[src/scc_pkg.sv]
// package: register map, field layout and constants of the sync counter clear channel
package scc_pkg;

  // ----------------------------------------------------------------
  // register map (word addresses, one register per consecutive index)
  // ----------------------------------------------------------------
  localparam logic [3:0] ADDR_CH4_IO_CTRL_HIGH = 4'h0;
  localparam logic [3:0] ADDR_CH4_IO_CTRL_LOW = 4'h1;
  localparam logic [3:0] ADDR_CH4_IRQ_ENABLE = 4'h2;
  localparam logic [3:0] ADDR_SECONDARY_START = 4'h3;
  localparam logic [3:0] ADDR_SYNC_CLEAR_SELECT = 4'h4;
  localparam logic [3:0] ADDR_IRQ_PRIORITY_D = 4'h5;
  localparam logic [3:0] ADDR_CH4_CLEAR_SOURCE = 4'h6;
  localparam logic [3:0] ADDR_CH4_COUNTER = 4'h7;
  localparam logic [3:0] ADDR_CH3_COUNTER = 4'h8;
  localparam logic [3:0] ADDR_CH4_STATUS = 4'h9;

  // ----------------------------------------------------------------
  // reset values and field positions
  // ----------------------------------------------------------------
  localparam logic [7:0] RST_BYTE = 8'h00;
  localparam logic [15:0] RST_PRIORITY = 16'h0000;
  localparam logic [2:0] RST_CLEAR_SOURCE = 3'h0;
  localparam logic [7:0] START_WRITE_MASK = 8'hc0;
  localparam logic [7:0] IRQ_EN_WRITE_MASK = 8'hdf;
  localparam int RUN_CH4_BIT = 7;
  localparam int RUN_CH3_BIT = 6;
  localparam logic [3:0] IO_MODE_CMP_HOLD = 4'h0;
  localparam logic [2:0] CLR_SRC_SYNC = 3'h3;
  localparam logic [2:0] CLR_SRC_CMP_A = 3'h1;
  localparam logic [1:0] WAIT_CYCLES = 2'h1;

  // ----------------------------------------------------------------
  // carriers
  // ----------------------------------------------------------------
  typedef struct packed {
    logic cmpD;
    logic cmpC;
    logic cmpB;
    logic cmpA;
  } scc_cmp_s;

  // primary flags in sync_clear_select bit order, bit 7 first
  typedef struct packed {
    logic ch0A;
    logic ch0B;
    logic ch0C;
    logic ch0D;
    logic ch1A;
    logic ch1B;
    logic ch2A;
    logic ch2B;
  } scc_flags_s;

  typedef enum logic [1:0] {
    BUS_IDLE = 2'b00,
    BUS_WAIT = 2'b01,
    BUS_DONE = 2'b11
  } scc_bus_e;

endpackage

[src/scc_top.sv]
// secondary channel 3/4 with counter clearing synchronised to primary flags
//
// Implementation choices: the Avalon-MM interface to the registers and the placing of the registers.
`timescale 1ns/1ps
`default_nettype none
//----------------------------------------------------------------
//----------------------------------------------------------------
module scc_top #(
  parameter int CNT_W = 16
) (
  input wire logic clk,
  input wire logic rst_b,
  input wire logic [3:0] avsAddress,
  input wire logic avsRead,
  input wire logic avsWrite,
  input wire logic [31:0] avsWriteData,
  input wire logic [3:0] avsByteEnable,
  output logic [31:0] avsReadData,
  output logic avsWaitRequest,
  input wire logic [7:0] primaryFlags,
  input wire logic ch4TroughEvent,
  output logic [3:0] cmpIrq,
  output logic overflowIrq,
  output logic convTrigger,
  output logic convTriggerTrough,
  output logic [3:0] primaryCh0APriority,
  output logic [3:0] ch4PinOut,
  output logic [CNT_W-1:0] ch4Count,
  output logic [CNT_W-1:0] ch3Count
);
  //----------------------------------------------------------------
  // reset release
  //----------------------------------------------------------------
  logic rstMeta;
  logic rstB;

  always_ff @(posedge clk or negedge rst_b)
  begin
    if (!rst_b)
    begin
      rstMeta <= 1'b0;
      rstB <= 1'b0;
    end
    else
    begin
      rstMeta <= 1'b1;
      rstB <= rstMeta;
    end
  end

  //----------------------------------------------------------------
  // registers
  //----------------------------------------------------------------
  logic [7:0] ch4IoCtrlHigh;
  logic [7:0] ch4IoCtrlLow;
  logic [7:0] ch4IrqEnable;
  logic [7:0] secondaryStart;
  scc_pkg::scc_flags_s syncClearSelect;
  logic [15:0] irqPriorityD;
  logic [2:0] clearSourceSel;
  scc_pkg::scc_cmp_s cmpFlag;
  logic overflowFlag;
  scc_pkg::scc_bus_e busState;
  logic wrEn;

  assign wrEn = (busState == scc_pkg::BUS_DONE) && avsWrite;

  always_ff @(posedge clk or negedge rstB)
  begin
    if (!rstB)
    begin
      ch4IoCtrlHigh <= scc_pkg::RST_BYTE;
      ch4IoCtrlLow <= scc_pkg::RST_BYTE;
      ch4IrqEnable <= scc_pkg::RST_BYTE;
      secondaryStart <= scc_pkg::RST_BYTE;
      syncClearSelect <= scc_pkg::RST_BYTE;
      irqPriorityD <= scc_pkg::RST_PRIORITY;
      clearSourceSel <= scc_pkg::RST_CLEAR_SOURCE;
    end
    else if (wrEn)
    begin
      case (avsAddress)
        scc_pkg::ADDR_CH4_IO_CTRL_HIGH:
          if (avsByteEnable[0]) ch4IoCtrlHigh <= avsWriteData[7:0];
        scc_pkg::ADDR_CH4_IO_CTRL_LOW:
          if (avsByteEnable[0]) ch4IoCtrlLow <= avsWriteData[7:0];
        scc_pkg::ADDR_CH4_IRQ_ENABLE:
          if (avsByteEnable[0])
            ch4IrqEnable <= avsWriteData[7:0] & scc_pkg::IRQ_EN_WRITE_MASK;
        scc_pkg::ADDR_SECONDARY_START:
          if (avsByteEnable[0])
            secondaryStart <= avsWriteData[7:0] & scc_pkg::START_WRITE_MASK;
        scc_pkg::ADDR_SYNC_CLEAR_SELECT:
          if (avsByteEnable[0]) syncClearSelect <= avsWriteData[7:0];
        scc_pkg::ADDR_IRQ_PRIORITY_D:
        begin
          if (avsByteEnable[0]) irqPriorityD[7:0] <= avsWriteData[7:0];
          if (avsByteEnable[1]) irqPriorityD[15:8] <= avsWriteData[15:8];
        end
        scc_pkg::ADDR_CH4_CLEAR_SOURCE:
          if (avsByteEnable[0]) clearSourceSel <= avsWriteData[2:0];
        default:
        begin
        end
      endcase
    end
  end

  //----------------------------------------------------------------
  // bus slave: two wait cycles (idle, then BUS_WAIT), then answer
  //----------------------------------------------------------------
  always_ff @(posedge clk or negedge rstB)
  begin
    if (!rstB)
      busState <= scc_pkg::BUS_IDLE;
    else
    begin
      case (busState)
        scc_pkg::BUS_IDLE:
          if (avsRead || avsWrite) busState <= scc_pkg::BUS_WAIT;
        scc_pkg::BUS_WAIT:
          busState <= scc_pkg::BUS_DONE;
        scc_pkg::BUS_DONE:
          busState <= scc_pkg::BUS_IDLE;
        default:
          busState <= scc_pkg::BUS_IDLE;
      endcase
    end
  end

  logic [31:0] next_readData;

  always_comb
  begin
    next_readData = 32'h0000_0000;
    case (avsAddress)
      scc_pkg::ADDR_CH4_IO_CTRL_HIGH: next_readData[7:0] = ch4IoCtrlHigh;
      scc_pkg::ADDR_CH4_IO_CTRL_LOW: next_readData[7:0] = ch4IoCtrlLow;
      scc_pkg::ADDR_CH4_IRQ_ENABLE: next_readData[7:0] = ch4IrqEnable;
      scc_pkg::ADDR_SECONDARY_START: next_readData[7:0] = secondaryStart;
      scc_pkg::ADDR_SYNC_CLEAR_SELECT: next_readData[7:0] = syncClearSelect;
      scc_pkg::ADDR_IRQ_PRIORITY_D: next_readData[15:0] = irqPriorityD;
      scc_pkg::ADDR_CH4_CLEAR_SOURCE: next_readData[2:0] = clearSourceSel;
      scc_pkg::ADDR_CH4_COUNTER: next_readData[CNT_W-1:0] = ch4Count;
      scc_pkg::ADDR_CH3_COUNTER: next_readData[CNT_W-1:0] = ch3Count;
      scc_pkg::ADDR_CH4_STATUS: next_readData[4:0] = {overflowFlag, cmpFlag};
      default: next_readData = 32'h0000_0000;
    endcase
  end

  always_ff @(posedge clk or negedge rstB)
  begin
    if (!rstB)
    begin
      avsReadData <= 32'h0000_0000;
      avsWaitRequest <= 1'b1;
    end
    else
    begin
      avsWaitRequest <= !(busState == scc_pkg::BUS_WAIT);
      if (busState == scc_pkg::BUS_WAIT && avsRead)
        avsReadData <= next_readData;
    end
  end

  //----------------------------------------------------------------
  // synchronous clear from primary flags
  //----------------------------------------------------------------
  logic [7:0] flagLevel;
  logic [7:0] flagRise;
  logic syncClear;

  scc_edge_sync #(
    .WIDTH(8)
  ) u_flags (
    .clk(clk),
    .rstB(rstB),
    .din(primaryFlags),
    .level(flagLevel),
    .rise(flagRise)
  );

  // select bit n pairs with flag bit n, bit 7 is ch0 flag A
  assign syncClear = |(flagRise & syncClearSelect);

  //----------------------------------------------------------------
  // counters
  //----------------------------------------------------------------
  logic ch4ClearBySync;
  logic ch4Match;
  logic [CNT_W-1:0] ch4CmpA;

  assign ch4ClearBySync = syncClear && clearSourceSel == scc_pkg::CLR_SRC_SYNC;
  assign ch4CmpA = {CNT_W{1'b1}};
  assign ch4Match = ch4Count == ch4CmpA;

  always_ff @(posedge clk or negedge rstB)
  begin
    if (!rstB)
      ch4Count <= '0;
    else if (ch4ClearBySync)
      ch4Count <= '0;
    else if (secondaryStart[scc_pkg::RUN_CH4_BIT])
      ch4Count <= ch4Count + 1'b1;
  end

  always_ff @(posedge clk or negedge rstB)
  begin
    if (!rstB)
      ch3Count <= '0;
    else if (syncClear)
      ch3Count <= '0;
    else if (secondaryStart[scc_pkg::RUN_CH3_BIT])
      ch3Count <= ch3Count + 1'b1;
  end

  //----------------------------------------------------------------
  // ch4 flags, requests and pins
  //----------------------------------------------------------------
  logic ch4Overflow;
  logic ch4Running;

  assign ch4Running = secondaryStart[scc_pkg::RUN_CH4_BIT] && !ch4ClearBySync;
  assign ch4Overflow = ch4Running && ch4Match;

  // overflow flag set on overflow, compare flags never set; reading status clears, a new overflow wins
  always_ff @(posedge clk or negedge rstB)
  begin
    if (!rstB)
    begin
      overflowFlag <= 1'b0;
      cmpFlag <= '0;
    end
    else
    begin
      if (busState == scc_pkg::BUS_DONE && avsRead && avsAddress == scc_pkg::ADDR_CH4_STATUS)
      begin
        overflowFlag <= 1'b0;
        cmpFlag <= '0;
      end
      if (ch4Overflow)
        overflowFlag <= 1'b1;
    end
  end

  always_ff @(posedge clk or negedge rstB)
  begin
    if (!rstB)
    begin
      cmpIrq <= '0;
      overflowIrq <= 1'b0;
      convTrigger <= 1'b0;
      convTriggerTrough <= 1'b0;
      primaryCh0APriority <= '0;
      ch4PinOut <= '0;
    end
    else
    begin
      cmpIrq <= cmpFlag & ch4IrqEnable[3:0];
      overflowIrq <= overflowFlag && ch4IrqEnable[4];
      convTrigger <= (|cmpFlag) && ch4IrqEnable[7];
      convTriggerTrough <= ch4TroughEvent && ch4IrqEnable[6];
      primaryCh0APriority <= irqPriorityD[15:12];
      // mode 0000 keeps each pin at its current level
      if (ch4IoCtrlHigh[3:0] != scc_pkg::IO_MODE_CMP_HOLD) ch4PinOut[0] <= 1'b0;
      if (ch4IoCtrlHigh[7:4] != scc_pkg::IO_MODE_CMP_HOLD) ch4PinOut[1] <= 1'b0;
      if (ch4IoCtrlLow[3:0] != scc_pkg::IO_MODE_CMP_HOLD) ch4PinOut[2] <= 1'b0;
      if (ch4IoCtrlLow[7:4] != scc_pkg::IO_MODE_CMP_HOLD) ch4PinOut[3] <= 1'b0;
    end
  end
endmodule
`default_nettype wire

[src/scc_edge_sync.sv]
// two-flop synchroniser with one-shot rising-edge pulse
`timescale 1ns/1ps
`default_nettype none
module scc_edge_sync #(
  parameter int WIDTH = 8
) (
  input wire logic clk,
  input wire logic rstB,
  input wire logic [WIDTH-1:0] din,
  output var logic [WIDTH-1:0] level,
  output var logic [WIDTH-1:0] rise
);
  logic [WIDTH-1:0] meta;
  logic [WIDTH-1:0] prev;

  always_ff @(posedge clk or negedge rstB)
  begin
    if (!rstB)
    begin
      meta <= '0;
      level <= '0;
      prev <= '0;
    end
    else
    begin
      meta <= din;
      level <= meta;
      prev <= level;
    end
  end

  // one pulse per clear-to-set change, a held flag gives nothing more
  always_comb
  begin
    rise = level & ~prev;
  end
endmodule
`default_nettype wire

[config.mk]
export PLATFORM = sky130hd
export DESIGN_NAME = scc_top
export DESIGN_NICKNAME = d
export VERILOG_FILES = /design/src/scc_pkg.sv /design/src/scc_top.sv /design/src/scc_edge_sync.sv
export SDC_FILE = /design/constraint.sdc
export NUM_CORES = 1
export LEC_CHECK = 0
export BUFFER_PORTS_ARGS = -buffer_cell sky130_fd_sc_hd__buf_2
export CAP_MARGIN = 20
export CORE_ASPECT_RATIO = 2
export CORE_UTILIZATION = 35
export DETAILED_ROUTE_END_ITERATION = 8
export HOLD_SLACK_MARGIN = 0.08
export RECOVER_POWER = 50
export SETUP_SLACK_MARGIN = 0.1
export SLEW_MARGIN = 20
export SYNTH_ARGS = -nofsm -noshare
export SYNTH_HDL_FRONTEND = slang
export SYNTH_SLANG_ARGS = --single-unit
export TNS_END_PERCENT = 20
[constraint.sdc]
create_clock -name clk -period 13.3 [get_ports clk]
set_clock_uncertainty 0.1 [all_clocks]
set_input_delay 3.99 -clock clk [delete_from_list [all_inputs] [get_ports clk]]
set_output_delay 3.99 -clock clk [all_outputs]
set_load 0.01 [all_outputs]
==> flow_metrics.py <==
metrics = {
    "status": {
        "status": "finished with violations",
        "violations": "max-capacitance violations, max-slew violations",
    },
    "floorplan": {
        "rows": 67,
        "die_h_um": 188,
        "floorplan.initialDensity_pct": 36.1,
        "die_width_um": 95.2,
        "pin_count": 133,
        "core_um2": 16800,
        "dieArea_um2": 17900,
    },
    "placement": {
        "port_buffers": 89,
        "dp.final_hpwl_um": 11100,
        "preCtsSetupSlack_ps": 6880,
        "dpl-instance-area_um2": 6590,
        "place_congestion": 0.825,
        "placedCellCount": 795,
    },
    "cells_and_area": {
        "mostFrequentLayoutCells": "135 x dfrtp_1, 89 x buf_2, 48 x nor2_1",
        "layout-drive-gt1-share_pct": 29.2,
        "final_common_cell": "dfrtp_1",
        "diodes": 0,
        "finish.instance_area_um2": 7200,
        "final_net_count": 662,
        "area_growth_pct": 18.6,
        "layout.cells.non_filler": 827,
    },
    "route": {
        "viasPerCell": 5.16,
        "first_iter_violations": 272,
        "vias": 4270,
        "wire_per_inst_um": 18.3,
        "drt_pass1_iterations": 4,
        "remaining_drc_errors": 0,
        "wl_um": 15100,
        "antenna_violating_nets_post_route": 0,
    },
    "sta": {
        "fmax_mhz": 167,
        "rsz0062_at_grt": "no",
        "fin_ws_ps": 7310,
        "tightestPinTransition_ps": 3850,
        "setup_viol": 0,
        "period_minus_slack_ps": 5990,
        "setup_tns_ps": 0,
        "maxSlewHeadroom_pct": -157,
        "slew_violations": 137,
        "min_period_over_period_pct": 45.0,
        "finalHoldViolations": 0,
    },
    "yosys": {
        "yosysWarnings": 0,
        "yosysUniqueCellTypes": 52,
        "synth-edff-count": 0,
        "synth_cells": 517,
        "ys.flop_type": "dfrtp_1",
        "syn_area_um2": 6080,
        "async_reset_ff_share_pct": 100,
        "postSynthAreaPerCell_um2": 11.8,
        "ys_seq_area_share_pct": 56.0,
        "synth-seq-cells": 136,
    },
    "critical_path": {
        "worstPathArrival_ps": 6180,
        "start_kind": "input port",
        "r2r_end": "irqPriorityD[9]",
        "rrSetupSlack_ps": 7570,
        "crit_type": "in -> reg",
        "required_ps": 13490,
        "cp_max_fo": 29,
        "reg2reg_from": "rstB",
        "rr_worst_depth": 1,
        "endpoint_kind": "flop",
    },
    "min_path": {
        "min_to": "u_flags.level[1]",
        "min_from": "u_flags.meta[1]",
        "min_path_type": "reg -> reg",
        "whs_path_depth": 0,
    },
    "power": {
        "fin_total_pwr_w": 0.00122,
        "leakage_nw": 3.54,
        "p_per_area_nw_per_um2": 170,
        "irDropWorstVdd_mv": 0.0749,
    },
    "grt": {
        "grt_usage_pct": 17.9,
        "antenna_found_initial": 0,
        "global_route.overflow_total": 0,
        "grt_pass1_wl_um": 23800,
        "grt_max_degree": 74,
        "first_global_vias": 4345,
    },
    "run": {
        "max_cap_viol_count": 2,
    },
    "clock_network": {
        "holdBufCountCts": 0,
        "path_clk_slew_ps": 60,
        "cts_buffers": 17,
        "htreeDepth": 4,
        "clockBufferDepth": 2,
        "cts_tree": "built",
        "ctsResizeCount": 0,
        "cts_root_buffer": "clkbuf_16",
        "postCtsSetupBuffers": 0,
        "tritoncts_num_sinks": 136,
        "clock_latency_ps": 410,
    },
}
flip-flops by register name (all words and copies together) (netlist names), 16 cells and up:
register      cells
avsReadData      16
ch3Count         16
ch4Count         16
irqPriorityD     16
critical path, stage by stage:
cell and delay [ps]:
buf_2 520, nor2b_1 510, and2_4 330, and3_1 430, mux2_2 390
how the worst max path moves through the flow:
| stage | from | end | depth (start not counted) |
|---|---|---|---|
| global placement | avsAddress[2] | irqPriorityD[14] | 5 |
| global route | rstB | irqPriorityD[9] | 1 |
| finish | avsAddress[2] | irqPriorityD[8] | 5 |
| CTS | avsAddress[2] | irqPriorityD[14] | 5 |
| floorplan | avsAddress[2] | irqPriorityD[0] | 6 |
| detailed placement | avsAddress[2] | irqPriorityD[14] | 5 |
cells by family (layout without fill, tap and decap cells):
family / Yosys count / in the layout / share of synthesized area (%)
xor gates and xnor gates: 30 / 30 / 4.32
other: 2 / 26 / 0.124
and+or+nand+nor: 162 / 162 / 13.1
muxes: 68 / 68 / 13.3
buffers and inverters: 52 / 131 / 5.52
AOI/OAI and AO/OA: 65 / 65 / 7.21
DFF: 136 / 136 / 56.0
adders and majority gates: 2 / 2 / 0.412
stage by stage:
stage          utilization [%]  hold WS [ps]
6_report                  42.8           244
5_1_grt                   42.8           256
4_1_cts                   42.8           248
3_5_place_dp              39.1           237
3_3_place_gp              39.1           233
2_1_floorplan                -           231
Yosys cell counts (2+ instances only):
cell	count	share of area (%)
dfrtp_1	135	56
nor2_1	48	3.0
nand2_1	47	2.9
mux2_2	45	8.3
buf_4	26	3.2
o21ai_0	21	1.7
xor2_1	17	2.5
nand3_1	14	1.2
buf_2	13	1.1
mux2i_1	13	2.1
xnor2_1	13	1.9
a21oi_1	12	0.99
and3_1	11	1.1
nand4_1	10	1.0
a222oi_1	9	1.5
inv_1	8	0.49
mux2_4	8	2.0
nand3b_1	5	0.62
nor2b_1	5	0.51
and2_1	4	0.41
a22oi_1	3	0.37
a311oi_1	3	0.43
a31oi_1	3	0.31
a221oi_1	2	0.29
a32oi_1	2	0.29
and3b_1	2	0.29
and4_1	2	0.29
buf_6	2	0.37
clkbuf_1	2	0.12
conb_1	2	0.12
ha_1	2	0.41
mux4_1	2	0.86
nor3_1	2	0.16
nor3_2	2	0.33
nor4_1	2	0.21
o221ai_1	2	0.29
o22ai_1	2	0.21
or2_2	2	0.21
final cells by class:
type,count,area (um2)
Clock buffer,21,460
Clock inverter,11,170
Fill cell,1619,9650
Inverter,8,30.0
Multi-Input combinational cell,353,2430
Sequential cell,136,3400
Tap cell,207,259
Timing Repair Buffer,91,453
power breakdown:
group          internal [W]  switching (W)  leakage (nW)  total [W]
combinational     0.0000821      0.0000983          1.45   0.000180
sequential         0.000477      0.0000671          1.79   0.000544
clock              0.000324       0.000174         0.300   0.000498
total              0.000883       0.000339          3.54    0.00122
per-layer routing:
layer / wire (um) / up-vias / global-route usage [%] / part of all wire (%)
met5: 0 / - / 0 / 0
li1: - / 1963 / - / -
met3: 780 / 31 / 3.87 / 5.2
met2: 8160 / 169 / 31.5 / 54
met4: 676 / 0 / 10.1 / 4.5
met1: 5500 / 2107 / 19.2 / 36
Note: power is estimated with default switching activity, not from simulation.
